### config.mk
export PLATFORM = sky130hd
export DESIGN_NAME = cbsc_top
export DESIGN_NICKNAME = d
export VERILOG_FILES = /design/src/design/cbsc_pkg.sv /design/src/design/cbsc_top.sv
export VERILOG_INCLUDE_DIRS = /design/src /design/src/design
export SDC_FILE = /design/constraint.sdc
export NUM_CORES = 1
export LEC_CHECK = 0
export ABC_AREA = 0
export BUFFER_PORTS_ARGS = -buffer_cell sky130_fd_sc_hd__buf_2
export CAP_MARGIN = 20
export CORE_MARGIN = 2
export CORE_UTILIZATION = 27
export CTS_CLUSTER_SIZE = 8
export DETAILED_ROUTE_END_ITERATION = 8
export GPL_ROUTABILITY_DRIVEN = 1
export SLEW_MARGIN = 30
export SYNTH_ARGS = -nofsm -noshare
export SYNTH_HDL_FRONTEND = slang
export SYNTH_SLANG_ARGS = --single-unit
### constraint.sdc
create_clock -name CLK_IN -period 4.7 [get_ports CLK_IN]
set_input_delay 0.94 -clock CLK_IN [delete_from_list [all_inputs] [get_ports CLK_IN]]
set_output_delay 0.94 -clock CLK_IN [all_outputs]
set_load 0.005 [all_outputs]
### src/design/cbsc_consts.svh
// Offsets, field positions, reset value and write mask for the context bank control block.
`ifndef CBSC_CONSTS_SVH
`define CBSC_CONSTS_SVH
`define CBSC_SCTLR_OFF 12'h000
`define CBSC_TLBIALL_OFF 12'h004
`define CBSC_STATUS_OFF 12'h008
`define CBSC_SCTLR_RESET 32'h00000000
`define CBSC_SCTLR_WMASK 32'h0000D7FF
`define CBSC_TRANS_HI 15
`define CBSC_TRANS_LO 14
`define CBSC_PRIV_TAG 12
`define CBSC_USER_WRITE_EXEC_NEVER 10
`define CBSC_WXN 9
`define CBSC_HUF 8
`define CBSC_STALL 7
`define CBSC_IRQEN 6
`define CBSC_ABTEN 5
`define CBSC_ENDIAN 4
`define CBSC_ACCESS_FLAG_FAULT_DISABLE 3
`define CBSC_AFE 2
`define CBSC_TRE 1
`define CBSC_EN 0
`endif

### src/design/cbsc_pkg.sv
// Types shared by the context bank control block.
package cbsc_pkg;
  // Transient hint encodings.
  typedef enum logic [1:0]
  {
    CBSC_TR_DEFAULT = 2'h0,
    CBSC_TR_RSVD = 2'h1,
    CBSC_TR_NONTRANS = 2'h2,
    CBSC_TR_TRANS = 2'h3
  } cbsc_trans_t;

  // Incoming transaction descriptor, after table lookup.
  typedef struct packed
  {
    logic fetch;
    logic exclusive;
    logic writable;
    logic user_writable;
    logic ap0;
    logic [2:0] type_ext_bits;
    logic c;
    logic b;
    logic [1:0] tr_in;
  } cbsc_req_t;

  // Outcome of the checks for one transaction.
  typedef struct packed
  {
    logic translated;
    logic perm_fault;
    logic af_fault;
    logic abort;
    logic excl_fail;
    logic stall;
    logic big_endian;
    logic full_perm;
    logic [4:0] attr;
    logic [1:0] sw_flags;
    logic [1:0] tr_out;
    logic priv_tag;
  } cbsc_rsp_t;
endpackage : cbsc_pkg

### src/design/cbsc_top.sv
// Context bank system control register and per-transaction control checks.
//
// The APB slave port and the address map were left to the implementer.
`timescale 1ns/1ps
`include "cbsc_consts.svh"

// Functional notes
// Transient field 00 default, 01 reserved, 10 non-transient, 11 transient.
// Transient override used only when bypassed; absent field reads zero.
// Private tag hint bit is stored and read back; else only exported.
// Broadcast invalidate may skip entries allocated with private hint.
// User write-exec-never faults fetches from user-writable locations.
// Write-exec-never faults fetches from any writable location.
// Execute-never checks apply only to translated transactions.
// Without hit-under-fault, later transactions wait while a fault is outstanding.
// Fault stall select: zero terminates, one stalls the faulting transaction.
// Interrupt enable resets zero; when set every context fault raises interrupt.
// Abort enable resets zero; when set a fault returns abort.
// Faulting exclusive access with abort disabled is reported as failed.
// Endian bit selects little (0) or big (1) table entries.
// Access flag clear faults unless fault disable set, then treated set.
// Access flag enable makes permission bit0 a flag, simplified model.
// Long-descriptor format forces access flag and remap enables on.
// Remap off uses all type bits; remap on frees upper two as flags.
// Translation enable on/off, never cached in TLB entries.
// Transactions after a completed enable write use the new value.
// Full invalidate after disable waits for translated transactions to finish.
// Software should do TLB maintenance after changing fault-disable bit.
// User write-exec-never may read zero when short formats unsupported.
module cbsc_top
  import cbsc_pkg::*;
#(
  parameter bit HAS_TRANSIENT = 1'b1,
  parameter bit HAS_SHORT_FMT = 1'b1,
  parameter int INFLIGHT_W = 4
)
(
  // Clock and reset.
  input wire logic CLK_IN,
  input wire logic RESETN_IN,
  // APB slave.
  input wire logic PSEL_IN,
  input wire logic PENABLE_IN,
  input wire logic PWRITE_IN,
  input wire logic [11:0] PADDR_IN,
  input wire logic [31:0] PWDATA_IN,
  output logic PREADY_OUT,
  output logic PSLVERR_OUT,
  output logic [31:0] PRDATA_OUT,
  // Format selection from the translation control register.
  input wire logic LONG_DESC_IN,
  // Transaction request and result.
  input wire logic REQ_VALID_IN,
  input wire cbsc_req_t REQ_IN,
  output logic REQ_READY_OUT,
  output logic RSP_VALID_OUT,
  output cbsc_rsp_t RSP_OUT,
  // Completion of one transaction processed while translated.
  input wire logic XLAT_DONE_IN,
  // Software resolution of an outstanding context fault.
  input wire logic FAULT_CLEAR_IN,
  // Fault indication and status.
  output logic FAULT_IRQ_OUT,
  output logic FAULT_PENDING_OUT,
  output logic INVAL_BUSY_OUT
);

  // ------------------------------------------------------------
  // Register file
  // ------------------------------------------------------------
  logic [31:0] ctrl_q;
  logic [31:0] wmask;
  logic apb_wr;
  logic apb_rd;
  logic fault_q;
  logic [INFLIGHT_W-1:0] inflight_q;
  logic inval_q;
  logic req_fire;
  logic fault_now;

  // Writable mask trims absent optional fields so they read zero.
  always_comb
  begin
    wmask = `CBSC_SCTLR_WMASK;
    // absent transient field
    if (!HAS_TRANSIENT)
    begin
      wmask[`CBSC_TRANS_HI:`CBSC_TRANS_LO] = 2'h0;
    end
    // absent user xn
    if (!HAS_SHORT_FMT)
    begin
      wmask[`CBSC_USER_WRITE_EXEC_NEVER] = 1'b0;
    end
  end

  // APB accesses complete in their first access cycle; read data is loaded in setup.
  assign apb_wr = PSEL_IN && PENABLE_IN && PWRITE_IN;
  assign apb_rd = PSEL_IN && !PENABLE_IN && !PWRITE_IN;
  assign PREADY_OUT = 1'b1;

  // Control register, all fields reset to zero.
  always_ff @(posedge CLK_IN or negedge RESETN_IN)
  begin
    if (!RESETN_IN)
    begin
      // irq enable resets zero
      // abort enable resets zero
      ctrl_q <= `CBSC_SCTLR_RESET;
    end
    else if (apb_wr && PADDR_IN == `CBSC_SCTLR_OFF)
    begin
      // hint stored for readback
      ctrl_q <= PWDATA_IN & wmask;
    end
  end

  // Unmapped addresses answer with an error.
  always_comb
  begin
    PSLVERR_OUT = 1'b0;
    if (PSEL_IN && PENABLE_IN)
    begin
      PSLVERR_OUT = !(PADDR_IN == `CBSC_SCTLR_OFF || PADDR_IN == `CBSC_TLBIALL_OFF ||
                      PADDR_IN == `CBSC_STATUS_OFF) ||
                    (PWRITE_IN && PADDR_IN == `CBSC_STATUS_OFF);
    end
  end

  // Read data register, loaded in the setup cycle so it stands at the access edge.
  always_ff @(posedge CLK_IN or negedge RESETN_IN)
  begin
    if (!RESETN_IN)
    begin
      PRDATA_OUT <= 32'h00000000;
    end
    else if (apb_rd)
    begin
      unique case (PADDR_IN)
        `CBSC_SCTLR_OFF: PRDATA_OUT <= ctrl_q;
        `CBSC_STATUS_OFF: PRDATA_OUT <= {30'h00000000, inval_q, fault_q};
        default: PRDATA_OUT <= 32'h00000000;
      endcase
    end
  end

  // ------------------------------------------------------------
  // Transaction checks
  // ------------------------------------------------------------
  logic en;
  logic afe_eff;
  logic tre_eff;
  logic ap0_eff;
  logic xn_fault;
  logic hold;

  // enable read live each time
  // new value used at once
  assign en = ctrl_q[`CBSC_EN];
  // long format forces enables
  assign afe_eff = ctrl_q[`CBSC_AFE] || LONG_DESC_IN;
  assign tre_eff = ctrl_q[`CBSC_TRE] || LONG_DESC_IN;
  // fault disable forces flag
  assign ap0_eff = REQ_IN.ap0 || ctrl_q[`CBSC_ACCESS_FLAG_FAULT_DISABLE];

  // user writable fetch fault
  // writable fetch fault
  // only when translated
  assign xn_fault = en && REQ_IN.fetch &&
                    ((ctrl_q[`CBSC_WXN] && REQ_IN.writable) ||
                     (ctrl_q[`CBSC_USER_WRITE_EXEC_NEVER] && REQ_IN.user_writable));

  // block later traffic on fault
  assign hold = fault_q && !ctrl_q[`CBSC_HUF];
  assign REQ_READY_OUT = !hold;
  assign req_fire = REQ_VALID_IN && REQ_READY_OUT;
  // access flag fault
  assign fault_now = req_fire && (xn_fault || (en && afe_eff && !ap0_eff));

  // Result register for each accepted transaction.
  always_ff @(posedge CLK_IN or negedge RESETN_IN)
  begin
    if (!RESETN_IN)
    begin
      RSP_VALID_OUT <= 1'b0;
      RSP_OUT <= '0;
    end
    else
    begin
      RSP_VALID_OUT <= req_fire;
      if (req_fire)
      begin
        RSP_OUT.translated <= en;
        RSP_OUT.perm_fault <= xn_fault;
        RSP_OUT.af_fault <= en && afe_eff && !ap0_eff;
        // abort on fault
        RSP_OUT.abort <= fault_now && ctrl_q[`CBSC_ABTEN];
        // exclusive reported failed
        RSP_OUT.excl_fail <= fault_now && !ctrl_q[`CBSC_ABTEN] && REQ_IN.exclusive;
        // stall or terminate
        RSP_OUT.stall <= fault_now && ctrl_q[`CBSC_STALL];
        // table endianness
        RSP_OUT.big_endian <= ctrl_q[`CBSC_ENDIAN];
        // full model without flag
        RSP_OUT.full_perm <= !afe_eff;
        // remap selects attributes
        if (tre_eff)
        begin
          RSP_OUT.attr <= {2'h0, REQ_IN.type_ext_bits[0], REQ_IN.c, REQ_IN.b};
          RSP_OUT.sw_flags <= REQ_IN.type_ext_bits[2:1];
        end
        else
        begin
          RSP_OUT.attr <= {REQ_IN.type_ext_bits, REQ_IN.c, REQ_IN.b};
          RSP_OUT.sw_flags <= 2'h0;
        end
        // transient override
        // bypass only
        if (!en && ctrl_q[`CBSC_TRANS_HI])
        begin
          RSP_OUT.tr_out <= ctrl_q[`CBSC_TRANS_HI:`CBSC_TRANS_LO];
        end
        else
        begin
          RSP_OUT.tr_out <= REQ_IN.tr_in;
        end
        // hint marks tag entries
        RSP_OUT.priv_tag <= ctrl_q[`CBSC_PRIV_TAG];
      end
    end
  end

  // ------------------------------------------------------------
  // Fault state and interrupt
  // ------------------------------------------------------------
  // Outstanding fault flag; a new fault wins over a clear.
  always_ff @(posedge CLK_IN or negedge RESETN_IN)
  begin
    if (!RESETN_IN)
    begin
      fault_q <= 1'b0;
    end
    else if (fault_now)
    begin
      fault_q <= 1'b1;
    end
    else if (FAULT_CLEAR_IN)
    begin
      fault_q <= 1'b0;
    end
  end

  // interrupt gated by enable
  assign FAULT_IRQ_OUT = fault_q && ctrl_q[`CBSC_IRQEN];
  assign FAULT_PENDING_OUT = fault_q;

  // ------------------------------------------------------------
  // Invalidate ordering
  // ------------------------------------------------------------
  // Count of translated transactions not yet complete.
  always_ff @(posedge CLK_IN or negedge RESETN_IN)
  begin
    if (!RESETN_IN)
    begin
      inflight_q <= '0;
    end
    else
    begin
      unique case ({req_fire && en && !fault_now, XLAT_DONE_IN && inflight_q != '0})
        2'b10: inflight_q <= inflight_q + 1'b1;
        2'b01: inflight_q <= inflight_q - 1'b1;
        default: inflight_q <= inflight_q;
      endcase
    end
  end

  // invalidate waits for drain
  always_ff @(posedge CLK_IN or negedge RESETN_IN)
  begin
    if (!RESETN_IN)
    begin
      inval_q <= 1'b0;
    end
    else if (apb_wr && PADDR_IN == `CBSC_TLBIALL_OFF)
    begin
      inval_q <= 1'b1;
    end
    else if (inflight_q == '0)
    begin
      inval_q <= 1'b0;
    end
  end

  assign INVAL_BUSY_OUT = inval_q;

endmodule : cbsc_top

# Word level (Yosys, flattened, before mapping)
# Cells that the tools add are included.
[classes]
order_cmp = 0
reduce_logical = 49
eq_ne = 4
n_addsub = 2
mul = 0
bitwise = 0
muxes = 9
div_mod_pow = 0
shifts = 0
[ops]
columns = ["cell", "count"]
rows = [
  ["one-hot mux 16 bit (2 select lines)", 1],
  ["logical AND 1 bit", 25],
  ["== test 12 x 3 -> 1 bit (second input constant)", 1],
  ["== test 12 x 4 -> 1 bit (second input constant)", 1],
  ["logical NOT 12 bit", 1],
  ["logical NOT 1 bit", 10],
  ["logical OR 1 bit", 8],
  ["one-hot mux 4 bit (2 select lines)", 1],
  ["two-way mux 7 bit", 1],
  ["nonzero test 2 bit", 3],
  ["two-way mux 1 bit", 5],
  ["adder 4 x 1 -> 4 bit (second input constant)", 1],
  ["logical NOT 4 bit", 1],
  ["nonzero test 4 bit", 1],
  ["subtractor 4 x 1 -> 4 bit (second input constant)", 1],
  ["== test 2 x 1 -> 1 bit (second input constant)", 1],
  ["== test 2 bit (second input constant)", 1],
  ["two-way mux 2 bit", 1],
]
[totals]
out_inout_bits = 57
input_bits = 65
ramBits = 0
latch_bits = 0
memories = 0
mem_bits_ro = 0
regBits = 71

# Logic depth before layout (Yosys ltp)
# Gate-level depths: netlist of the first run.
[logic_depth]
ltp_word = 9
ltp_mapped = 11
depth_no_buf = 11

# Least setup slack after synthesis of the first run
# Ideal clock, no wire load.
[synth_path]
path_type = "input port to flip-flop"
startpoint = "input REQ_IN[7] in the netlist's numbering"
endpoint = "register inflight_q[2]"
setup_slack_ns = 1.863
t_required_ns = 4.573
path_buffers = 0
t_arrival_ns = 2.711
path_stages = 10
cell_sequence = "or3_1 a21oi_1 or2_2 ha_1 xor2_1 ha_1 a21oi_1 xor2_1 nor2_1 xor2_1"
[synth_between]
elab_chain_cells = 9
elab_cells_between_ends = 11
classes_between = "2 x eq/ne; 1 x mux; 8 x reduce/logical"
[synth_rtl]
columns = ["item", "line", "text"]
rows = [
  ["from (decl)", "cbsc_top.sv:54", "input wire cbsc_req_t REQ_IN,"],
  ["logical OR 1 bit (*)", "cbsc_top.sv:164", "assign ap0_eff = REQ_IN.ap0 || ctrl_q[`CBSC_ACCESS_FLAG_FAULT_DISABLE];"],
  ["logical NOT 1 bit (*)", "cbsc_top.sv:178", "assign fault_now = req_fire && (xn_fault || (en && afe_eff && !ap0_eff));"],
  ["logical AND 1 bit (*)", "cbsc_top.sv:178", ""],
  ["logical OR 1 bit (*)", "cbsc_top.sv:178", ""],
  ["logical AND 1 bit (*)", "cbsc_top.sv:178", ""],
  ["logical NOT 1 bit (*)", "cbsc_top.sv:269", "unique case ({req_fire && en && !fault_now, XLAT_DONE_IN && inflight_q != '0})"],
  ["logical AND 1 bit (*)", "cbsc_top.sv:269", ""],
  ["== test 2 x 1 -> 1 bit / == test 2 bit (equally long branches)", "cbsc_top.sv:269", ""],
  ["one-hot mux 4 bit (2 select lines) / nonzero test 2 bit (equally long branches)", "n/a", ""],
  ["to (signal assigned)", "cbsc_top.sv:270", "2'b10: inflight_q <= inflight_q + 1'b1;"],
  ["to (signal assigned)", "cbsc_top.sv:271", "2'b01: inflight_q <= inflight_q - 1'b1;"],
  ["to (signal assigned)", "cbsc_top.sv:272", "default: inflight_q <= inflight_q;"],
  ["to (decl)", "cbsc_top.sv:76", "logic [INFLIGHT_W-1:0] inflight_q;"],
]
# Every way passes the cells marked *; elsewhere a longest branch is shown, timed or not.
# A chain may end at the register's enable or synchronous reset.

# Final worst setup path of the first run
[layout_path]
startpoint = "input LONG_DESC_IN"
endpoint = "register inflight_q[2]"
[layout_between]
elab_chain_cells = 9
elab_cells_between_ends = 11
classes_between = "2 x eq/ne; 1 x mux; 8 x reduce/logical"
[layout_rtl]
columns = ["item", "line", "text"]
rows = [
  ["from (decl)", "cbsc_top.sv:51", "input wire logic LONG_DESC_IN,"],
  ["logical OR 1 bit (*)", "cbsc_top.sv:161", "assign afe_eff = ctrl_q[`CBSC_AFE] || LONG_DESC_IN;"],
  ["logical AND 1 bit (*) (2 in a row)", "cbsc_top.sv:178", ""],
  ["logical OR 1 bit (*)", "cbsc_top.sv:178", ""],
  ["logical AND 1 bit (*)", "cbsc_top.sv:178", ""],
  ["logical NOT 1 bit (*)", "cbsc_top.sv:269", ""],
  ["logical AND 1 bit (*)", "cbsc_top.sv:269", ""],
  ["== test 2 x 1 -> 1 bit / == test 2 bit (equally long branches)", "cbsc_top.sv:269", ""],
  ["one-hot mux 4 bit (2 select lines) / nonzero test 2 bit (equally long branches)", "n/a", ""],
]
# Marks and branches as above.

==> results of run 1 <==
[cells in the final DEF, fill, tap and decap left out, drive strengths merged, types with 4 or more instances in the layout]
master  Yosys  layout
mux2i       4       4
inv         6       8
nor2        6       6
o21ai      11      11
dfrtp      53      53
conb        2      19
a22o       16      16
a21oi       4       4
nand2      16      16
xor2        4       4
mux2       21      21
clkbuf      4       5
buf        22      86
[report_power, final]
part,switching [mW],internal (mW)
registers,0.0336,0.483
clock network,0.160,0.163
logic,0.0643,0.0663
total,0.258,0.712
[critical path, delay by kind of cell]
family | cells | cell delay (ns)
AOI/OAI and AO/OA | 2 | 0.56
xor gates and xnor gates | 3 | 0.39
adders and majority gates | 2 | 0.43
buffers and inverters | 1 | 0.12
and+or+nand+nor | 4 | 0.67
[stage by stage]
stage | setup slack [ns] | utilization (%)
final | 1.775 | 34.35
after global routing | 1.581 | 34.35
after CTS | 1.694 | 34.35
after detailed placement | 1.356 | 33.01
after global placement | 1.367 | 33.01
after floorplan | 1.863 | -
[flip-flops by register name, indices dropped and copies added (netlist names)]
| name | count |
|---|---|
| inflight_q | 4 |
| RSP_VALID_OUT | 1 |
| INVAL_BUSY_OUT | 1 |
| ctrl_q | 14 |
| PRDATA_OUT | 14 |
| FAULT_PENDING_OUT | 1 |
| RSP_OUT | 18 |
[how the worst min path moves through the flow]
stage	endpoint	slack, ns
after CTS	RSP_OUT[3]$_DFFE_PN0P_	0.49
after global routing	RSP_OUT[13]$_DFFE_PN0P_	0.53
after detailed placement	RSP_OUT[3]$_DFFE_PN0P_	0.47
final	RSP_OUT[3]$_DFFE_PN0P_	0.48
after floorplan	inflight_q[3]$_DFFE_PN0P_	0.47
after global placement	RSP_OUT[8]$_DFFE_PN0P_	0.46
[metal layers]
metal | vias to the layer above | wire length, um | track usage [%]
li1 | 826 | - | -
met1 | 827 | 2374 | 13.86
met2 | 60 | 2623 | 18.71
met3 | 5 | 350 | 3.404
met4 | 0 | 55 | 2.845
met5 | - | 0 | 0
[area by class of cell]
class                           instances  area (um2)
Clock inverter                          3       47.55
Inverter                                6       22.52
Timing Repair Buffer                   86       435.4
Sequential cell                        53        1326
Fill cell                             883        5725
Tap cell                              108       135.1
Multi-Input combinational cell        129       959.7
Clock buffer                            5       68.82
[kinds of logic after synthesis]
kind of cell | Yosys count
flip-flops | 53
AO/OA/AOI/OAI | 39
AND/OR/NAND/NOR | 38
buffers and inverters | 32
multiplexers | 25
XOR/XNOR | 5
adder cells (fa/ha/maj) | 3
other | 2
==> impl_metrics.env, run 1 <==
export IMPL_postSynthAreaPerCell_um2=12.35
export IMPL_grt_pass1_vias=1707
export IMPL_fin_tns_setup_ns=0
export IMPL_clock_sink_count=53
export IMPL_ant_nets=0
export IMPL_worst_hold_path_num_cells=2
export IMPL_routed_wirelength_um=5403
export IMPL_reg2reg_setup_slack_ns=2.08
export IMPL_routedWlPerCell_um=13.85
export IMPL_path_common_cell="sky130_fd_sc_hd__xor2_1"
export IMPL_clock_skew_final_ns=0.01085
export IMPL_placement_io_buffers=84
export IMPL_hold_class="reg2reg"
export IMPL_postPlaceCellArea_um2=2879
export IMPL_die_width_um=98.92
export IMPL_htreeDepth=2
export IMPL_cp_cell_sequence="buf_2, nor2_1, or3_1, a21oi_1, or2_2, ha_1, xor2_1, ha_1, a21oi_1, xor2_1, nor2_1, xor2_1"
export IMPL_grt_start_max_net_pins=54
export IMPL_dp_cells=382
export IMPL_required_time_at_the_endpoint_of_the_critical_path_ns=4.89
export IMPL_r2r_end="inflight_q[2]$_DFFE_PN0P_"
export IMPL_initial_utilization_pct=27.89
export IMPL_biggest_fanout_along_the_worst_timing_path=5
export IMPL_max_freq_mhz=341.9
export IMPL_synthSimpleGateAreaFrac_pct=8.333
export IMPL_fin_cells=390
export IMPL_rsz0062_at_grt="false"
export IMPL_post_synth_top_count_cell="sky130_fd_sc_hd__dfrtp_1"
export IMPL_fraction_of_the_cycle_the_final_worst_path_needs_pct=62.23
export IMPL_syn_inst=197
export IMPL_dominant_combinational_cell_family_by_area_after_synthesis="multiplexers"
export IMPL_post_dp_hpwl_um=4004
export IMPL_grt_usage_pct=11.10
export IMPL_cap_viol_max_count=0
export IMPL_hold_slack_ns=0.4842
export IMPL_number_of_detailed_routing_iterations_run_before_antenna_repair=4
export IMPL_tightestPinTransition_ns=0.8916
export IMPL_post_cts_resized=0
export IMPL_setup_fix_bufs_post_cts=0
export IMPL_number_of_buffers_created_by_cts=5
export IMPL_p_per_area_nw_per_um2=323.9
export IMPL_max_clock_path_buffers=2
export IMPL_timing_max_slew_rel_slack_pct=40.56
export IMPL_floorplan_die_height_um=98.92
export IMPL_cts_hold_buf=0
export IMPL_cts_tree="done"
export IMPL_critical_register_to_register_path_startpoint="FAULT_PENDING_OUT$_DFFE_PN0P_"
export IMPL_clkLatencyLatePin_ns=0.31
export IMPL_dr_first_iter_drc_count=22
export IMPL_timing_critical_path_from_type="input pin"
export IMPL_post_synth_xor_area_fraction_pct=1.800
export IMPL_timing_hold_violations_final=0
export IMPL_layout_cells_sized_above_1_pct=42.91
export IMPL_setup_viol_count_final=0
export IMPL_grt_overflow_total=0
export IMPL_pin_count=122
export IMPL_r2r_cells=11
export IMPL_flip_flop_and_latch_count_after_synthesis=53
export IMPL_detail_route_vias_per_cell=4.405
export IMPL_nets=349
export IMPL_worst_hold_startpoint="RSP_OUT[3]$_DFFE_PN0P_"
export IMPL_synth_adder_area_share_pct=1.543
export IMPL_routed_via_count=1718
export IMPL_grt_pass1_wl_um=8514
export IMPL_share_of_synthesized_area_spent_on_multiplexers_pct=12.91
export IMPL_ys_dominant_reg_cell="sky130_fd_sc_hd__dfrtp_1"
export IMPL_synth_top_cells_by_count="sky130_fd_sc_hd__dfrtp_1, sky130_fd_sc_hd__buf_4, sky130_fd_sc_hd__a22o_1, sky130_fd_sc_hd__nand2_1"
export IMPL_syn_cell_area_um2=2432
export IMPL_share_of_flip_flops_with_an_asynchronous_set_or_reset_pct=100.0
export IMPL_floorplan_die_area_um2=9784
export IMPL_initial_antenna_violation_count=0
export IMPL_fp_row_count=34
export IMPL_power_ir_vdd_worst_uv=211.0
export IMPL_critPathMaxStageDelay_ns=0.42
export IMPL_cell_leakage_power_nw=1.618
export IMPL_timing_critical_path_slowest_stage_cell="sky130_fd_sc_hd__a21oi_1"
export IMPL_setup_worst_path_end="inflight_q[2]$_DFFE_PN0P_"
export IMPL_antennaDiodeCount=0
export IMPL_post_synth_main_area_contributors="sky130_fd_sc_hd__dfrtp_1, sky130_fd_sc_hd__mux2_4, sky130_fd_sc_hd__buf_4"
export IMPL_fp_coreArea_um2=8721
export IMPL_finalCriticalPeriod_ns=2.925
export IMPL_route_detailed_drc=0
export IMPL_clk_pin_slew_worst_paths_ns=0.09
export IMPL_synth_area_leader_cell="sky130_fd_sc_hd__dfrtp_1"
export IMPL_seq_area_frac_synth_pct=54.53
export IMPL_synth_top_area_share_pct=54.53
export IMPL_setup_worst_path_start="LONG_DESC_IN"
export IMPL_area_growth_synth_to_final_pct=23.15
export IMPL_run_status="finished clean"
export IMPL_synth_compound_area_share_pct=11.68
export IMPL_layout_cell_area_non_filler_um2=2995
export IMPL_clk_root_buffer_cell="sky130_fd_sc_hd__clkbuf_8"
export IMPL_p_total_uw=970.1
export IMPL_finalWeightedCongestion=0.7227
export IMPL_finalMaxSlewViolations=0
export IMPL_worst_setup_path_end_kind="flip-flop"
export IMPL_crit_type="in2reg"
export IMPL_synth_edff_count=0
export IMPL_worst_endpoint_arrival_ns=3.11
export IMPL_synth_cell_types=39
export IMPL_ys_warn_count=0
Note: power is estimated with default switching activity, not from simulation.
==> run 2: changes to the inputs <==
==> constraint.sdc (replaced) <==
create_clock -name CLK_IN -period 2.9 [get_ports CLK_IN]
set_input_delay 0.58 -clock CLK_IN [delete_from_list [all_inputs] [get_ports CLK_IN]]
set_output_delay 0.58 -clock CLK_IN [all_outputs]
set_load 0.005 [all_outputs]
==> run 2 against run 1 <==
  * Largest cell class unchanged
  * Register-to-register slack lost 1.6 ns
  * Combinational power up 65%
  * Cell count increased by 0.77%
  * Global-route usage rose by 0.28 points
  * Critical endpoint unchanged
  * Final area rose by 0.75%
==> impl_metrics.env, run 2 (synthesis gave the netlist of run 1 again) <==
export IMPL_floorplan_die_height_um=98.92
export IMPL_dp_cells=385
export IMPL_finalWeightedCongestion=0.7562
export IMPL_post_cts_resized=0
export IMPL_clkLatencyLatePin_ns=0.30
export IMPL_crit_type="reg2reg"
export IMPL_cap_viol_max_count=0
export IMPL_fp_row_count=34
export IMPL_timing_critical_path_from_type="flip-flop"
export IMPL_power_ir_vdd_worst_uv=230.5
export IMPL_die_width_um=98.92
export IMPL_grt_usage_pct=11.37
export IMPL_detail_route_vias_per_cell=4.384
export IMPL_max_clock_path_buffers=2
export IMPL_fp_coreArea_um2=8721
export IMPL_layout_cells_sized_above_1_pct=43.16
export IMPL_timing_hold_violations_final=0
export IMPL_initial_antenna_violation_count=0
export IMPL_pin_count=122
export IMPL_hold_class="in2async"
export IMPL_routedWlPerCell_um=14.11
export IMPL_p_per_area_nw_per_um2=520.4
export IMPL_fraction_of_the_cycle_the_final_worst_path_needs_pct=83.37
export IMPL_grtUsageMet1_pct=15.31
export IMPL_floorplan_die_area_um2=9784
export IMPL_grt_pass1_wl_um=8790
export IMPL_max_freq_mhz=413.6
export IMPL_largest_register_ff_count=18
export IMPL_setup_fix_bufs_post_cts=0
export IMPL_nets=352
export IMPL_rsz0062_at_grt="false"
export IMPL_grt_overflow_total=0
export IMPL_regMostFlops="RSP_OUT"
export IMPL_timing_max_slew_rel_slack_pct=52.82
export IMPL_worst_endpoint_arrival_ns=2.60
export IMPL_hold_slack_ns=0.3947
export IMPL_placement_io_buffers=84
export IMPL_worst_setup_path_end_kind="flip-flop"
export IMPL_layout_cell_area_non_filler_um2=3018
export IMPL_htreeDepth=2
export IMPL_cell_leakage_power_nw=1.632
export IMPL_post_dp_hpwl_um=4022
export IMPL_number_of_buffers_created_by_cts=5
export IMPL_fin_util_pct=34.61
export IMPL_run_status="finished clean"
export IMPL_routed_via_count=1723
export IMPL_clk_pin_slew_worst_paths_ns=0.09
export IMPL_finalCriticalPeriod_ns=2.418
export IMPL_biggest_fanout_along_the_worst_timing_path=5
export IMPL_finalMaxSlewViolations=0
export IMPL_fin_cells=393
export IMPL_initial_utilization_pct=27.89
export IMPL_postPlaceCellArea_um2=2902
export IMPL_tightestPinTransition_ns=0.7060
export IMPL_setup_viol_count_final=0
export IMPL_clock_sink_count=53
export IMPL_dr_first_iter_drc_count=75
export IMPL_commonest_non_fill_non_tap_cell_in_the_layout="sky130_fd_sc_hd__buf_2"
export IMPL_fin_tns_setup_ns=0
export IMPL_ant_nets=0
export IMPL_use_met2_pct=18.50
export IMPL_grtUsageMet3_pct=2.908
export IMPL_grt_pass1_vias=1699
export IMPL_leading_cell_types_in_the_layout_fill_and_taps_excluded="sky130_fd_sc_hd__buf_2, sky130_fd_sc_hd__dfrtp_1, sky130_fd_sc_hd__conb_1"
export IMPL_reg_top3="RSP_OUT (18), PRDATA_OUT (14), ctrl_q (14)"
export IMPL_grt_start_max_net_pins=54
export IMPL_clock_skew_final_ns=0.005846
export IMPL_routed_wirelength_um=5544
export IMPL_number_of_detailed_routing_iterations_run_before_antenna_repair=4
export IMPL_required_time_at_the_endpoint_of_the_critical_path_ns=3.08
export IMPL_cts_tree="done"
export IMPL_busiest_layer="met2"
export IMPL_clk_root_buffer_cell="sky130_fd_sc_hd__clkbuf_8"
export IMPL_antennaDiodeCount=0
export IMPL_cts_hold_buf=0
export IMPL_area_growth_synth_to_final_pct=24.07
export IMPL_route_detailed_drc=0
[run 2: report_power, final]
part	leakage [nW]	internal, mW	total, mW	switching, mW
combinational	0.861	0.108	0.216	0.108
sequential	0.712	0.782	0.837	0.0544
clock	0.0585	0.282	0.517	0.236
[run 2: cell type report]
type	count	area (um2)
sequential	53	1326
inverter	6	22.52
clock buffer	7	86.33
tap	108	135.1
timing repair buffer	89	457.9
clock inverter	1	30.03
multi-input combinational	129	959.7
fill	880	5703
[run 2: routing by layer]
| layer | share of wire, % | up-vias |
|---|---|---|
| met3 | 6.3 | 0 |
| met4 | 0 | 0 |
| li1 | - | 826 |
| met2 | 48 | 66 |
| met5 | 0 | - |
| met1 | 45 | 831 |
[run 2: critical path, cell delays in order (launching register included)]
cell	delay [ns]
sky130_fd_sc_hd__dfrtp_1	0.46
sky130_fd_sc_hd__nand2b_1	0.16
sky130_fd_sc_hd__nand3_1	0.20
sky130_fd_sc_hd__or2_2	0.37
sky130_fd_sc_hd__ha_1	0.26
sky130_fd_sc_hd__xor2_1	0.17
sky130_fd_sc_hd__ha_1	0.18
sky130_fd_sc_hd__a21oi_1	0.15
sky130_fd_sc_hd__xor2_1	0.15
sky130_fd_sc_hd__nor2_1	0.06
sky130_fd_sc_hd__xor2_1	0.14
[run 2: final timing paths]
check / start / endpoint / slack, ns / cells past startpoint
max: FAULT_PENDING_OUT$_DFFE_PN0P_ / inflight_q[2]$_DFFE_PN0P_ / 0.48 / 10
min in group CLK_IN: RSP_OUT[16]$_DFFE_PN0P_ / RSP_OUT[16]$_DFFE_PN0P_ / 0.48 / 2
max in group asynchronous: RESETN_IN / RSP_OUT[3]$_DFFE_PN0P_ / 2.04 / 2
min reg2reg: RSP_OUT[16]$_DFFE_PN0P_ / RSP_OUT[16]$_DFFE_PN0P_ / 0.48 / 2
min: RESETN_IN / RSP_OUT[11]$_DFFE_PN0P_ / 0.39 / 2
max reg2reg: FAULT_PENDING_OUT$_DFFE_PN0P_ / inflight_q[2]$_DFFE_PN0P_ / 0.48 / 10
[run 2: per-stage QoR]
step | worst slack (ns) | total power [mW]
global placement | 0.3140 | 1.060
global route | 0.2900 | 1.675
detailed placement | 0.2781 | 1.069
CTS | 0.4555 | 1.598
finish | 0.4823 | 1.571
floorplan | 0.4230 | 0.9945
==> run 3: changes to the inputs <==
==> constraint.sdc (replaced) <==
create_clock -name CLK_IN -period 2.2 [get_ports CLK_IN]
set_input_delay 0.44 -clock CLK_IN [delete_from_list [all_inputs] [get_ports CLK_IN]]
set_output_delay 0.44 -clock CLK_IN [all_outputs]
set_load 0.005 [all_outputs]
==> run 3 against run 2 <==
  * Combinational power up 78%
  * Critical path type unchanged
  * Sequential share of layout area down 2.1 points
  * Highest routed layer is now met4
  * Sequential power up 29%
==> impl_metrics.env, run 3 (synthesis gave the netlist of run 1 again) <==
export IMPL_run_status="finished clean"
export IMPL_clock_power_share_pct=30.8
export IMPL_post_dp_hpwl_um=4258
export IMPL_p_total_mw=2.112
export IMPL_fraction_of_the_cycle_the_final_worst_path_needs_pct=96.27
export IMPL_cp_num_buf_inv=0
export IMPL_max_clock_path_buffers=2
export IMPL_placement_io_buffers=84
export IMPL_rsz0062_at_grt="true"
export IMPL_largest_register_ff_count=18
export IMPL_regMostFlops="RSP_OUT"
export IMPL_clkLatencyLatePin_ns=0.30
export IMPL_clock_sink_count=53
export IMPL_layout_cells_sized_above_1_pct=48.82
export IMPL_setup_viol_count_final=0
export IMPL_routed_via_count=1806
export IMPL_tightestPinTransition_ns=0.6590
export IMPL_finalMaxSlewViolations=0
export IMPL_finalCriticalPeriod_ns=2.118
export IMPL_die_width_um=98.92
export IMPL_netSwitchingPower_uw=556.8
export IMPL_routedWlPerCell_um=14.03
export IMPL_critPathMaxStageDelay_ns=0.39
export IMPL_grt_pass1_vias=1760
export IMPL_hold_slack_ns=0.1130
export IMPL_clock_skew_final_ns=0.007858
export IMPL_p_sw_share_pct=26.37
export IMPL_grt_overflow_total=0
export IMPL_seq_power_share_pct=51.1
export IMPL_leading_cell_types_in_the_layout_fill_and_taps_excluded="sky130_fd_sc_hd__buf_2, sky130_fd_sc_hd__dfrtp_1, sky130_fd_sc_hd__conb_1"
export IMPL_grtUsageMet1_pct=15.02
export IMPL_timing_critical_path_from_type="flip-flop"
export IMPL_cts_tree="done"
export IMPL_nets=365
export IMPL_antennaDiodeCount=0
export IMPL_multi_input_comb_area_um2=1011
export IMPL_ant_nets=0
export IMPL_timing_critical_path_slowest_stage_cell="sky130_fd_sc_hd__dfrtp_1"
export IMPL_routed_wirelength_um=5681
export IMPL_busiest_layer="met2"
export IMPL_commonest_non_fill_non_tap_cell_in_the_layout="sky130_fd_sc_hd__buf_2"
export IMPL_fp_coreArea_um2=8721
export IMPL_area_growth_synth_to_final_pct=30.20
export IMPL_max_freq_mhz=472.2
export IMPL_initial_utilization_pct=27.89
export IMPL_worst_endpoint_arrival_ns=2.30
export IMPL_dr_first_iter_drc_count=85
export IMPL_cts_hold_buf=0
export IMPL_critical_path_top_delay_family="compound AO/OA/AOI/OAI gates"
export IMPL_crit_type="reg2reg"
export IMPL_detail_route_vias_per_cell=4.459
export IMPL_clk_root_buffer_cell="sky130_fd_sc_hd__clkbuf_8"
export IMPL_timing_max_slew_rel_slack_pct=55.96
export IMPL_cell_internal_pwr_mw=1.555
export IMPL_number_of_detailed_routing_iterations_run_before_antenna_repair=4
export IMPL_cap_viol_max_count=0
export IMPL_htreeDepth=2
export IMPL_clk_pin_slew_worst_paths_ns=0.10
export IMPL_grt_usage_pct=11.79
export IMPL_power_frac_comb_pct=18.2
export IMPL_route_detailed_drc=0
export IMPL_floorplan_die_height_um=98.92
export IMPL_reg_top3="RSP_OUT (18), PRDATA_OUT (14), ctrl_q (14)"
export IMPL_hold_class="in2async"
export IMPL_grt_start_max_net_pins=54
export IMPL_cp_cell_sequence="a22o_1, nand2_2, a21oi_2, or2_4, ha_2, nor3_1, a41oi_1, o41ai_2, xor2_1"
export IMPL_seqCellArea_um2=1326
export IMPL_worst_setup_path_end_kind="flip-flop"
export IMPL_pin_count=122
export IMPL_timing_hold_violations_final=0
export IMPL_power_ir_vdd_worst_uv=252.4
export IMPL_grtUsageMet3_pct=3.475
export IMPL_cell_leakage_power_nw=1.706
export IMPL_floorplan_die_area_um2=9784
export IMPL_required_time_at_the_endpoint_of_the_critical_path_ns=2.38
export IMPL_initial_antenna_violation_count=0
export IMPL_fillers=877
export IMPL_p_per_area_nw_per_um2=666.8
export IMPL_finalWeightedCongestion=0.8159
export IMPL_use_met2_pct=19.33
export IMPL_biggest_fanout_along_the_worst_timing_path=5
export IMPL_grt_pass1_wl_um=8983
export IMPL_number_of_buffers_created_by_cts=5
export IMPL_fp_row_count=34
## run 3: area by class of cell
type / instances / share of cell area [%]
clock buffers: 5 / 2.173
flip-flops and latches: 53 / 41.88
clock inverters: 2 / 1.106
well taps: 108 / 4.267
inverters: 6 / 0.7112
repair buffers: 102 / 17.94
multi-input cells: 129 / 31.92
## run 3: through the flow
| stage | area [um2] | worst slack [ns] | utilization [%] | setup TNS [ns] | instances |
|---|---|---|---|---|---|
| global placement | 3020 | -0.1307 | 34.63 | -0.2175 | 397 |
| global route | 3167 | -0.01088 | 36.31 | -0.01088 | 405 |
| finish | 3167 | 0.08213 | 36.31 | 0 | 405 |
| CTS | 3127 | 0.002826 | 35.85 | 0 | 404 |
| detailed placement | 3020 | -0.1458 | 34.63 | -0.2856 | 397 |
| floorplan | 2512 | 0.01948 | - | 0 | 214 |
## run 3: routing by layer
layer / vias to the layer above / wire length [um]
li1: 855 / -
met1: 887 / 2537
met2: 58 / 2728
met3: 6 / 347
met4: 0 / 67
met5: - / 0
## run 3: path summary, 6_finish.rpt
check,from,depth (start not counted),slack [ns],endpoint
setup / recovery,ctrl_q[9]$_DFFE_PN0P_,9,0.08,inflight_q[3]$_DFFE_PN0P_
hold / removal,RESETN_IN,2,0.11,RSP_OUT[11]$_DFFE_PN0P_
setup reg to reg,ctrl_q[9]$_DFFE_PN0P_,9,0.08,inflight_q[3]$_DFFE_PN0P_
hold reg to reg,RSP_OUT[9]$_DFFE_PN0P_,2,0.48,RSP_OUT[9]$_DFFE_PN0P_
max in group asynchronous,RESETN_IN,2,1.83,RSP_OUT[7]$_DFFE_PN0P_
min in group CLK_IN,PWDATA_IN[8],2,0.36,ctrl_q[8]$_DFFE_PN0P_
## run 3: repair_timing
item | 4_1_cts | 5_1_grt
pin swaps | 0 | 2
endpoints found under the setup margin | 1 | 2
hold endpoints to repair | 0 | 0
resized for setup | 1 | 7
setup buffers | 0 | 1
## run 3: worst reg2reg max path: stages, from the launching register on
cell,delay [ns]
sky130_fd_sc_hd__dfrtp_1,0.39
sky130_fd_sc_hd__a22o_1,0.24
sky130_fd_sc_hd__nand2_2,0.09
sky130_fd_sc_hd__a21oi_2,0.06
sky130_fd_sc_hd__or2_4,0.24
sky130_fd_sc_hd__ha_2,0.39
sky130_fd_sc_hd__nor3_1,0.06
sky130_fd_sc_hd__a41oi_1,0.25
sky130_fd_sc_hd__o41ai_2,0.12
sky130_fd_sc_hd__xor2_1,0.15
## run 3: power by group through the flow
stage,clock (mW),sequential (mW),combinational (mW)
2_1_floorplan,0,1.10,0.219
4_1_cts,0.679,1.08,0.366
3_5_place_dp,0,1.09,0.366
5_1_grt,0.724,1.09,0.432
6_report,0.650,1.08,0.384
3_3_place_gp,0,1.09,0.357
